--- src/inc/haptic_pkg.sv ---
package haptic_pkg;
	// Clock and step timing.
	localparam int CLK_PERIOD_NS = 20;
	localparam int STEP_UNIT_NS = 1360000;
	localparam int STEP_UNIT_CYC = STEP_UNIT_NS / CLK_PERIOD_NS;
	// Step duration multiples of the 1.36 ms unit.
	localparam logic [6:0] MULT_1 = 7'h01;
	localparam logic [6:0] MULT_4 = 7'h04;
	localparam logic [6:0] MULT_16 = 7'h10;
	localparam logic [6:0] MULT_32 = 7'h20;
	localparam logic [6:0] MULT_64 = 7'h40;
	localparam int STEP_CNT_W = 24;
	// Frame byte fields.
	localparam int TYPE_BIT = 7;
	localparam int GAIN_MSB = 6;
	localparam int GAIN_LSB = 5;
	localparam int TB_MSB = 4;
	localparam int TB_LSB = 3;
	localparam int IDL_MSB = 2;
	localparam int IDL_LSB = 0;
	localparam int LOOP_MSB = 6;
	localparam int LOOP_LSB = 3;
	localparam int DRIVE_FREQUENCY_CODE_FLAG_BIT = 2;
	localparam int DRIVE_FREQUENCY_CODE_MSB_BIT = 1;
	localparam int IDH_BIT = 0;
	// Frequency and period.
	localparam logic [9:0] DRIVE_FREQUENCY_CODE_MIN_HZ = 10'h019;
	localparam logic [9:0] DRIVE_FREQUENCY_CODE_RESET_HZ = 10'h0C8;
	localparam logic [19:0] PERIOD_NUM_US = 20'hF4240;
	// Drive scaling.
	localparam logic [7:0] DRIVE_FULL = 8'h7F;
	localparam logic [7:0] DRIVE_NEG_MAX = 8'h80;
	localparam logic [7:0] DRIVE_NEG_FULL = 8'h81;
	localparam logic [7:0] PWM_MID = 8'h80;
	localparam logic [3:0] AMP_NEG_MAX = 4'h8;
	localparam logic [11:0] AMP_SIGNED_FULL = 12'h007;
	localparam logic [11:0] AMP_UNSIGNED_FULL = 12'h00F;
	localparam logic [7:0] POINT_FIRST = 8'h00;
	localparam logic [7:0] POINT_REPEAT = 8'h01;

	typedef enum logic [3:0] {
		ST_IDLE,
		ST_BYTE1,
		ST_BYTE2,
		ST_BYTE3,
		ST_FETCH,
		ST_PUSH,
		ST_HOLD,
		ST_END
	} play_state_e;
endpackage

--- src/inc/drive_stream_if.sv ---
`timescale 1ns/1ns
interface drive_stream_if;
	logic [7:0] data;
	logic valid;
	logic ready;
	modport src (output data, output valid, input ready);
	modport snk (input data, input valid, output ready);
endinterface // drive_stream_if

--- src/logic/drive_skid_buffer.sv ---
`timescale 1ns/1ns
module drive_skid_buffer (
	input wire logic i_ref_clk,
	input wire logic i_rstn,
	drive_stream_if.snk s_in,
	output logic [7:0] o_data,
	output logic o_valid,
	input wire logic i_ready
);
	logic [7:0] head_r;
	logic [7:0] tail_r;
	logic [1:0] count_r;
	logic push;
	logic pop;

	assign s_in.ready = (count_r != 2'h2);
	assign o_valid = (count_r != 2'h0);
	assign o_data = head_r;
	assign push = s_in.valid && s_in.ready;
	assign pop = o_valid && i_ready;

	always_ff @(posedge i_ref_clk or negedge i_rstn) begin
		if (!i_rstn) begin
			head_r <= 8'h00;
			tail_r <= 8'h00;
			count_r <= 2'h0;
		end else begin
			if (push && !pop) begin
				if (count_r == 2'h0) begin
					head_r <= s_in.data;
				end else begin
					tail_r <= s_in.data;
				end
				count_r <= count_r + 2'h1;
			end else if (pop && !push) begin
				head_r <= tail_r;
				count_r <= count_r - 2'h1;
			end else if (pop && push) begin
				if (count_r == 2'h1) begin
					head_r <= s_in.data;
				end else begin
					head_r <= tail_r;
					tail_r <= s_in.data;
				end
			end
		end
	end
endmodule // drive_skid_buffer

--- src/logic/haptic_frame_player.sv ---
`timescale 1ns/1ns
// Notes on behaviour
// First byte bits 2:0 give snippet index low.
// Second byte bit 0 is index MSB, else zero.
// Play snippet repeat count plus one times.
// Repeats after the first restart at point one.
// Frequency flag makes frame three bytes long.
// Nine-bit frequency code, two hertz per step.
// Frequencies below 25 Hz become 25 Hz.
// Frequency converted to period for readback.
// Commanded frequency persists until next frequency frame.
// Software sends frequency only with tracking off.
// Only whole sequences can be started.
// Sequence end drives zero and stops playback.
// Sequence starts at zero; frames continue levels.
// Envelope points are four-bit values.
// Host byte signed, -128 read as -127.
// Acceleration mode turns negative host bytes zero.
// PWM 0/50/100 percent gives -full/zero/+full.
// Accelerated PWM 0/50/100 gives zero/half/full.
// PWM drive below threshold is forced zero.
// PWM value stored in direct drive readback.
// Unaccelerated amplitudes signed, -8 read as -7.
// Accelerated amplitudes unsigned, never negative.
// Top bit tells first byte from second byte.
// Attenuation 0, -6, -12, -18 dB applied.
// Step duration table depends on fast timebase.
module haptic_frame_player #(
	parameter int STEP_UNIT_CYCLES = haptic_pkg::STEP_UNIT_CYC
) (
	input wire logic i_ref_clk,
	input wire logic i_rstn,
	input wire logic i_accel_en,
	input wire logic i_host_stream_mode,
	input wire logic i_pwm_mode,
	input wire logic i_register_triggered_memory_mode,
	input wire logic i_edge_triggered_memory_mode,
	input wire logic i_resonance_tracking_enable,
	input wire logic i_fast_timebase_select,
	input wire logic [7:0] i_zero_drive_threshold,
	input wire logic [7:0] i_host_drive_byte,
	input wire logic i_host_drive_valid,
	output logic o_host_drive_ready,
	input wire logic [7:0] i_pwm_duty,
	input wire logic i_pwm_valid,
	output logic o_pwm_ready,
	input wire logic i_seq_start,
	input wire logic [7:0] i_frame_byte,
	input wire logic i_frame_valid,
	input wire logic i_frame_last,
	output logic o_frame_ready,
	output logic o_point_req,
	output logic [3:0] o_point_snippet,
	output logic [7:0] o_point_index,
	input wire logic i_point_valid,
	input wire logic [3:0] i_point_amp,
	input wire logic i_point_last,
	output logic o_playing,
	output logic o_mem_fault,
	output logic [9:0] o_drive_drive_frequency_code_hz,
	output logic [19:0] o_active_period_readback,
	output logic [7:0] o_direct_drive_value,
	output logic [7:0] o_drive_value,
	output logic o_drive_valid,
	input wire logic i_drive_ready
);
	haptic_pkg::play_state_e state_r;
	logic [1:0] gain_r;
	logic [1:0] timebase_r;
	logic [3:0] snippet_r;
	logic [3:0] loops_left_r;
	logic seq_last_r;
	logic [7:0] amp_r;
	logic [7:0] point_r;
	logic point_last_r;
	logic [haptic_pkg::STEP_CNT_W-1:0] step_cnt_r;
	logic [8:0] drive_frequency_code_r;
	logic drive_frequency_code_new_r;
	logic [7:0] direct_drive_r;
	logic fault_r;
	logic [9:0] drive_frequency_code_hz;
	logic mem_busy;
	logic host_take;
	logic pwm_take;
	logic frame_take;
	logic [7:0] pwm_value;
	drive_stream_if drv ();

	function automatic logic [7:0] host_to_drive(input logic [7:0] b,
			input logic accel);
		logic [7:0] v;
		v = b;
		if (accel) begin
			if (b[7]) begin
				v = 8'h00;
			end
		end else if (b == haptic_pkg::DRIVE_NEG_MAX) begin
			v = haptic_pkg::DRIVE_NEG_FULL;
		end
		return v;
	endfunction

	function automatic logic [7:0] pwm_to_drive(input logic [7:0] d,
			input logic accel, input logic [7:0] thr);
		logic [7:0] v;
		logic [7:0] mag;
		v = 8'h00;
		mag = 8'h00;
		if (accel) begin
			v = {1'b0, d[7:1]};
		end else begin
			v = host_to_drive(d ^ haptic_pkg::PWM_MID, 1'b0);
		end
		mag = v[7] ? 8'((~v) + 8'h01) : v;
		if (mag < thr) begin
			v = 8'h00;
		end
		return v;
	endfunction

	function automatic logic [7:0] amp_to_drive(input logic [3:0] a,
			input logic accel);
		logic [3:0] s;
		logic [3:0] m;
		logic [11:0] p;
		logic [7:0] v;
		s = a;
		m = 4'h0;
		p = 12'h000;
		v = 8'h00;
		if (accel) begin
			// Unsigned envelope scaled so 15 is full drive.
			p = 12'(({8'h00, a} * 12'(haptic_pkg::DRIVE_FULL))
				/ haptic_pkg::AMP_UNSIGNED_FULL);
			v = p[7:0];
		end else begin
			if (a == haptic_pkg::AMP_NEG_MAX) begin
				s = 4'h9;
			end
			m = s[3] ? 4'((~s) + 4'h1) : s;
			p = 12'(({8'h00, m} * 12'(haptic_pkg::DRIVE_FULL))
				/ haptic_pkg::AMP_SIGNED_FULL);
			v = s[3] ? 8'((~p[7:0]) + 8'h01) : p[7:0];
		end
		return v;
	endfunction

	function automatic logic [haptic_pkg::STEP_CNT_W-1:0] step_cycles(
			input logic [1:0] tb, input logic fast);
		logic [6:0] mult;
		mult = haptic_pkg::MULT_1;
		case (tb)
			2'h0: mult = fast ? haptic_pkg::MULT_1 : haptic_pkg::MULT_4;
			2'h1: mult = fast ? haptic_pkg::MULT_4 : haptic_pkg::MULT_16;
			2'h2: mult = fast ? haptic_pkg::MULT_16 : haptic_pkg::MULT_32;
			default: mult = fast ? haptic_pkg::MULT_32 : haptic_pkg::MULT_64;
		endcase
		return haptic_pkg::STEP_CNT_W'(STEP_UNIT_CYCLES * int'(mult));
	endfunction

	assign mem_busy = (state_r != haptic_pkg::ST_IDLE);
	assign o_playing = mem_busy;
	assign o_mem_fault = fault_r;
	assign o_point_req = (state_r == haptic_pkg::ST_FETCH);
	assign o_point_snippet = snippet_r;
	assign o_point_index = point_r;
	assign o_direct_drive_value = direct_drive_r;
	assign pwm_value = pwm_to_drive(i_pwm_duty, i_accel_en,
		i_zero_drive_threshold);

	// A second byte is only consumed when its type bit marks it as one;
	// otherwise it is the next frame's first byte and stays in the stream.
	always_comb begin
		o_frame_ready = 1'b0;
		case (state_r)
			haptic_pkg::ST_BYTE1: o_frame_ready = 1'b1;
			haptic_pkg::ST_BYTE2:
				o_frame_ready = i_frame_byte[haptic_pkg::TYPE_BIT];
			haptic_pkg::ST_BYTE3: o_frame_ready = 1'b1;
			default: o_frame_ready = 1'b0;
		endcase
	end
	assign frame_take = i_frame_valid && o_frame_ready;

	// Memory playback owns the drive path; host and PWM wait meanwhile.
	always_comb begin
		drv.valid = 1'b0;
		drv.data = 8'h00;
		if (state_r == haptic_pkg::ST_PUSH) begin
			drv.valid = 1'b1;
			drv.data = 8'(signed'(amp_r) >>> gain_r);
		end else if (state_r == haptic_pkg::ST_END) begin
			drv.valid = 1'b1;
			drv.data = 8'h00;
		end else if (!mem_busy && i_host_stream_mode) begin
			drv.valid = i_host_drive_valid;
			drv.data = host_to_drive(i_host_drive_byte, i_accel_en);
		end else if (!mem_busy && i_pwm_mode) begin
			drv.valid = i_pwm_valid;
			drv.data = pwm_value;
		end
	end
	assign o_host_drive_ready = !mem_busy && i_host_stream_mode && drv.ready;
	assign o_pwm_ready = !mem_busy && !i_host_stream_mode && i_pwm_mode
		&& drv.ready;
	assign host_take = o_host_drive_ready && i_host_drive_valid;
	assign pwm_take = o_pwm_ready && i_pwm_valid;

	always_ff @(posedge i_ref_clk or negedge i_rstn) begin
		if (!i_rstn) begin
			direct_drive_r <= 8'h00;
		end else if (host_take) begin
			direct_drive_r <= i_host_drive_byte;
		end else if (pwm_take) begin
			direct_drive_r <= pwm_value;
		end
	end

	// The frequency is kept across frames and sequences; tracking, when
	// enabled elsewhere, is expected to be left off by software.
	always_ff @(posedge i_ref_clk or negedge i_rstn) begin
		if (!i_rstn) begin
			drive_frequency_code_r <= 9'h000;
			drive_frequency_code_new_r <= 1'b0;
		end else if (state_r == haptic_pkg::ST_BYTE3 && frame_take) begin
			drive_frequency_code_r[7:0] <= i_frame_byte;
			drive_frequency_code_new_r <= 1'b1;
		end else if (state_r == haptic_pkg::ST_BYTE2 && frame_take
				&& i_frame_byte[haptic_pkg::DRIVE_FREQUENCY_CODE_FLAG_BIT]
				&& !i_frame_last) begin
			// Frames without a frequency command must leave the code alone.
			drive_frequency_code_r[8] <=
				i_frame_byte[haptic_pkg::DRIVE_FREQUENCY_CODE_MSB_BIT];
		end else if (state_r == haptic_pkg::ST_FETCH
				&& point_r == haptic_pkg::POINT_FIRST) begin
			drive_frequency_code_new_r <= 1'b0;
		end
	end

	always_comb begin
		drive_frequency_code_hz = {drive_frequency_code_r, 1'b0};
		if (drive_frequency_code_hz < haptic_pkg::DRIVE_FREQUENCY_CODE_MIN_HZ) begin
			drive_frequency_code_hz = haptic_pkg::DRIVE_FREQUENCY_CODE_MIN_HZ;
		end
	end

	// The period is held until a frequency frame completes, so a
	// half-loaded code never reaches the readback.
	always_ff @(posedge i_ref_clk or negedge i_rstn) begin
		if (!i_rstn) begin
			o_drive_drive_frequency_code_hz <= haptic_pkg::DRIVE_FREQUENCY_CODE_RESET_HZ;
			o_active_period_readback <= 20'h00000;
		end else if (state_r == haptic_pkg::ST_FETCH && drive_frequency_code_new_r
				&& point_r == haptic_pkg::POINT_FIRST) begin
			o_drive_drive_frequency_code_hz <= drive_frequency_code_hz;
			o_active_period_readback <= 20'(haptic_pkg::PERIOD_NUM_US
				/ {10'h000, drive_frequency_code_hz});
		end
	end

	always_ff @(posedge i_ref_clk or negedge i_rstn) begin
		if (!i_rstn) begin
			fault_r <= 1'b0;
		end else begin
			fault_r <= (state_r == haptic_pkg::ST_BYTE1) && frame_take
				&& i_frame_byte[haptic_pkg::TYPE_BIT];
		end
	end

	always_ff @(posedge i_ref_clk or negedge i_rstn) begin
		if (!i_rstn) begin
			state_r <= haptic_pkg::ST_IDLE;
			gain_r <= 2'h0;
			timebase_r <= 2'h0;
			snippet_r <= 4'h0;
			loops_left_r <= 4'h0;
			seq_last_r <= 1'b0;
			amp_r <= 8'h00;
			point_r <= 8'h00;
			point_last_r <= 1'b0;
			step_cnt_r <= '0;
		end else begin
			case (state_r)
				haptic_pkg::ST_IDLE: begin
					// Only a sequence start enters playback.
					if (i_seq_start && (i_register_triggered_memory_mode
							|| i_edge_triggered_memory_mode)) begin
						amp_r <= 8'h00;
						state_r <= haptic_pkg::ST_BYTE1;
					end
				end
				haptic_pkg::ST_BYTE1: begin
					if (frame_take) begin
						if (i_frame_byte[haptic_pkg::TYPE_BIT]) begin
							state_r <= haptic_pkg::ST_END;
						end else begin
							gain_r <= i_frame_byte[haptic_pkg::GAIN_MSB:
								haptic_pkg::GAIN_LSB];
							timebase_r <= i_frame_byte[haptic_pkg::TB_MSB:
								haptic_pkg::TB_LSB];
							snippet_r <= {1'b0, i_frame_byte[
								haptic_pkg::IDL_MSB:haptic_pkg::IDL_LSB]};
							loops_left_r <= 4'h0;
							seq_last_r <= i_frame_last;
							point_r <= haptic_pkg::POINT_FIRST;
							state_r <= i_frame_last ? haptic_pkg::ST_FETCH
								: haptic_pkg::ST_BYTE2;
						end
					end
				end
				haptic_pkg::ST_BYTE2: begin
					if (i_frame_valid) begin
						state_r <= haptic_pkg::ST_FETCH;
						if (frame_take) begin
							snippet_r[3] <=
								i_frame_byte[haptic_pkg::IDH_BIT];
							loops_left_r <= i_frame_byte[
								haptic_pkg::LOOP_MSB:
								haptic_pkg::LOOP_LSB];
							seq_last_r <= i_frame_last;
							if (i_frame_byte[haptic_pkg::DRIVE_FREQUENCY_CODE_FLAG_BIT]
									&& !i_frame_last) begin
								state_r <= haptic_pkg::ST_BYTE3;
							end
						end
					end
				end
				haptic_pkg::ST_BYTE3: begin
					if (frame_take) begin
						seq_last_r <= i_frame_last;
						state_r <= haptic_pkg::ST_FETCH;
					end
				end
				haptic_pkg::ST_FETCH: begin
					if (i_point_valid) begin
						amp_r <= amp_to_drive(i_point_amp, i_accel_en);
						point_last_r <= i_point_last;
						state_r <= haptic_pkg::ST_PUSH;
					end
				end
				haptic_pkg::ST_PUSH: begin
					if (drv.ready) begin
						step_cnt_r <= step_cycles(timebase_r,
							i_fast_timebase_select);
						state_r <= haptic_pkg::ST_HOLD;
					end
				end
				haptic_pkg::ST_HOLD: begin
					if (step_cnt_r > haptic_pkg::STEP_CNT_W'(1)) begin
						step_cnt_r <= step_cnt_r - haptic_pkg::STEP_CNT_W'(1);
					end else if (!point_last_r) begin
						point_r <= point_r + 8'h01;
						state_r <= haptic_pkg::ST_FETCH;
					end else if (loops_left_r != 4'h0) begin
						loops_left_r <= loops_left_r - 4'h1;
						point_r <= haptic_pkg::POINT_REPEAT;
						state_r <= haptic_pkg::ST_FETCH;
					end else if (seq_last_r) begin
						state_r <= haptic_pkg::ST_END;
					end else begin
						// Next frame starts from the level now held.
						state_r <= haptic_pkg::ST_BYTE1;
					end
				end
				haptic_pkg::ST_END: begin
					if (drv.ready) begin
						amp_r <= 8'h00;
						state_r <= haptic_pkg::ST_IDLE;
					end
				end
				default: state_r <= haptic_pkg::ST_IDLE;
			endcase
		end
	end

	drive_skid_buffer u_buf (
		.i_ref_clk(i_ref_clk),
		.i_rstn(i_rstn),
		.s_in(drv.snk),
		.o_data(o_drive_value),
		.o_valid(o_drive_valid),
		.i_ready(i_drive_ready)
	);
endmodule // haptic_frame_player

--- config.mk ---
export PLATFORM = sky130hd
export DESIGN_NAME = haptic_frame_player
export DESIGN_NICKNAME = d
export VERILOG_FILES = /design/src/inc/haptic_pkg.sv /design/src/inc/drive_stream_if.sv /design/src/logic/drive_skid_buffer.sv /design/src/logic/haptic_frame_player.sv
export SDC_FILE = /design/constraint.sdc
export NUM_CORES = 1
export LEC_CHECK = 0
export BUFFER_PORTS_ARGS = -buffer_cell sky130_fd_sc_hd__buf_2
export CAP_MARGIN = 30
export CORE_ASPECT_RATIO = 0.5
export CORE_UTILIZATION = 58
export CTS_BUF_LIST = sky130_fd_sc_hd__clkbuf_4
export DETAILED_ROUTE_END_ITERATION = 7
export GPL_TIMING_DRIVEN = 0
export PLACE_DENSITY_LB_ADDON = 0.05
export REMOVE_ABC_BUFFERS = 1
export SYNTH_ARGS = -nofsm -noshare
export SYNTH_HDL_FRONTEND = slang
export SYNTH_SLANG_ARGS = --single-unit
export TNS_END_PERCENT = 10
--- constraint.sdc ---
create_clock -name i_ref_clk -period 36.3 [get_ports i_ref_clk]
set_clock_uncertainty 0.05 [all_clocks]
set_input_delay 5.445 -clock i_ref_clk [delete_from_list [all_inputs] [get_ports i_ref_clk]]
set_output_delay 5.445 -clock i_ref_clk [all_outputs]
set_load 0.03 [all_outputs]
==> results.yml <==
run_status:
  status: "complete, no violations"
yosys:
  ys_ff_latch: 124
  netlist_top_cells_area: "dfrtp_1 (17%), ha_1 (13%), o21ai_0 (5.7%), a21oi_1 (5.4%), nand2_1 (4.3%)"
  ys_types: 116
  synth_most_common_cell: "nand2_1"
  yosys-top-cells-count: "nand2_1 (202), o21ai_0 (201), a21oi_1 (191)"
  synth-edff-count: 0
  syn_area_um2: 17700
  synth-seq-area-share: 0.176
  syn_area_per_cell_um2: 7.82
  yosys.area.top_type: "dfrtp_1"
  yosys.area.top_type_share: 0.172
  async_flop_share: 1.00
  synthFlopType: "dfrtp_1"
  ys_warn_count: 0
  postSynthCellCount: 2257
cts:
  numCtsBuffers: 17
  cts_tree: "yes"
  clock_latency_ns: 0.58
  hold_buffers: 0
  clockBufferDepth: 2
  root_buffer: "clkbuf_4"
  cts_sinks: 124
  htreeDepth: 4
  clkTransAtPathRegs_ns: 0.15
critical_path:
  rr_worst_depth: 152
  crit_path_top_delay_cell: "or4_4"
  r2r-start: "drive_frequency_code_r[7]"
  crit_fanout: 17
  worst_ep_arrival_time_ns: 34.91
  r2r_slack_ns: 1.81
  cp-end-kind: "flip-flop"
  critical_path_class: "flip-flop to flip-flop"
  critPathMostFrequentCell: "ha_1"
  r2r-end: "o_active_period_readback[0]"
  crit_start: "drive_frequency_code_r[7]"
  crit_required_ns: 36.72
  worstSetupEndpoint: "o_active_period_readback[0]"
  critPathLaunchType: "flip-flop"
  crit_path_max_incr_delay_ns: 0.61
floorplanning:
  ioPinCount: 118
  die_area_um2: 31200
  core_area_um2: 29500
  die_h_um: 125
  initial_core_util: 0.599
  rows: 44
  fp.dieW_um: 249
drt:
  dr.pass1.iters: 6
  drc: 0
  drtIter0Drc: 1331
  vias: 17700
  routedWlPerCell_um: 17.6
  vias_per_cell: 6.29
  wl_mm: 49.4
  ant_nets: 0
global_routing:
  grt_max_degree: 64
  grtUsageTotal: 0.306
  grt_pass1_vias: 16000
  antenna_found_initial: 4
  grt_overflow_total: 0
  grt_first_pass_wirelength_mm: 79.6
cells_and_area:
  syn2layout_area_growth_pct: 12.0
  drive_gt1_frac: 0.176
  final_nets: 2653
placed_design:
  place_hpwl_mm: 36.8
  gp_congestion: 0.963
  numPortBuffers: 116
run:
  maxCapViolCount: 0
sta:
  finalHoldViolCount: 0
  post-route-period-util: 0.950
  relSlewSlack: 0.336
  setup_viol: 0
  tightest_slew_ns: 0.996
  slew_viol_final: 0
  fin_tns_setup_ns: 0
  fmax_mhz: 29.0
  min_period_ns: 34.49
hold_path:
  hp-class: "flip-flop to flip-flop"
flip-flops by register name (all words and copies together) (netlist names):
signal,cells
gain_r,2
o_drive_drive_frequency_code_hz,10
drive_frequency_code_r,9
state_r,3
seq_last_r,1
timebase_r,2
u_buf.tail_r,8
point_last_r,1
amp_r,8
o_point_snippet,4
step_cnt_r,24
o_point_index,8
u_buf.o_data,8
o_direct_drive_value,8
loops_left_r,4
o_mem_fault,1
drive_frequency_code_new_r,1
u_buf.count_r,2
o_active_period_readback,20
layout by cell type (no fill, tap or decap), types with 10 or more instances in the layout:
cell type | netlist | final
a211oi_1 | 21 | 19
a21boi_0 | 10 | 10
a21o_1 | 42 | 42
a21oi_1 | 191 | 178
a21oi_2 | 6 | 17
a22oi_1 | 23 | 23
a31oi_1 | 28 | 26
and2_1 | 33 | 30
and3_1 | 24 | 23
buf_2 | 2 | 117
buf_4 | 0 | 54
clkbuf_4 | 0 | 18
dfrtp_1 | 121 | 119
fa_1 | 14 | 14
ha_1 | 186 | 183
inv_1 | 109 | 109
mux2_2 | 56 | 56
mux2i_1 | 30 | 29
nand2_1 | 202 | 197
nand2b_1 | 27 | 27
nand3_1 | 48 | 48
nand4_1 | 16 | 16
nor2_1 | 188 | 179
nor2b_1 | 31 | 30
nor3_1 | 68 | 65
nor4_1 | 17 | 16
o211ai_1 | 21 | 21
o21a_1 | 37 | 37
o21ai_0 | 201 | 198
o21ai_1 | 11 | 10
o21bai_1 | 19 | 19
o31ai_1 | 25 | 21
or2_2 | 11 | 11
or3_1 | 18 | 15
xnor2_1 | 82 | 82
xor2_1 | 47 | 47
through the flow:
| step | hold slack, ns | instance area [µm²] | utilization | setup WS [ns] | cells |
|---|---|---|---|---|---|
| final | 0.440 | 19800 | 0.671 | 1.81 | 2805 |
| after global routing | 0.473 | 19800 | 0.671 | -0.132 | 2805 |
| after CTS | 0.446 | 19200 | 0.653 | 0.0359 | 2764 |
| after detailed placement | 0.416 | 18700 | 0.633 | -5.97 | 2716 |
| after global placement | 0.397 | 18400 | 0.626 | -6.36 | 2702 |
| after floorplan | 0.393 | 17400 | - | 2.22 | 2195 |
what timing repair did:
action / in CTS / in global routing
resized for setup: 32 / 53
cloned: 0 / 4
endpoints found under the hold margin: 0 / 0
setup buffers: 16 / 35
pin swaps: 5 / 18
endpoints found under the setup margin: 3 / 2
per-layer routing:
layer | track usage | part of all wire | wire, µm | vias to the layer above
li1 | - | - | - | 8711
met1 | 0.427 | 0.47 | 23200 | 8332
met2 | 0.513 | 0.46 | 22600 | 549
met3 | 0.0373 | 0.059 | 2890 | 57
met4 | 0.0566 | 0.013 | 663 | 6
met5 | 0 | 0.00083 | 41 | -
kinds of logic (layout without fill, tap and decap cells):
kind of cell    after synthesis  after routing  share of synthesized area
other cells                   2              6                   0.000425
xor+xnor                    129            129                     0.0640
fa+ha+maj                   202            202                      0.149
mux                          99             99                     0.0643
simple gates                744            748                      0.213
buf+inv                     176            325                     0.0397
flops                       124            124                      0.176
compound gates              781            781                      0.294
worst min path at each step:
| stage | start | depth (start not counted) | to | slack [ns] |
|---|---|---|---|---|
| 3_5_place_dp | o_active_period_readback[19] | 1 | o_active_period_readback[19] | 0.42 |
| 6_report | o_active_period_readback[15] | 2 | o_active_period_readback[15] | 0.44 |
| 3_3_place_gp | o_active_period_readback[15] | 2 | o_active_period_readback[15] | 0.40 |
| 4_1_cts | o_drive_drive_frequency_code_hz[3] | 2 | o_drive_drive_frequency_code_hz[3] | 0.45 |
| 5_1_grt | o_drive_drive_frequency_code_hz[2] | 2 | o_drive_drive_frequency_code_hz[2] | 0.47 |
| 2_1_floorplan | step_cnt_r[16] | 2 | step_cnt_r[16] | 0.39 |
critical path: cells and delay by family, from the launching register on:
family / cells / cell delay (ns)
compound gates: 69 / 13.73
mux: 5 / 1.77
fa+ha+maj: 16 / 5.59
flops: 1 / 0.50
simple gates: 52 / 11.25
buf+inv: 10 / 1.46
area by class of cell:
cell class,count,area [µm²]
fillers,2621,9690
flip-flops and latches,124,3110
diodes,1,2.50
multi-input cells,1964,14300
clock inverters,14,185
inverters,111,417
clock buffers,18,135
well taps,391,489
repair buffers,182,1170
Power is not shown: default switching activity piles up to over one toggle a cycle in this logic, so the estimate is an artifact.
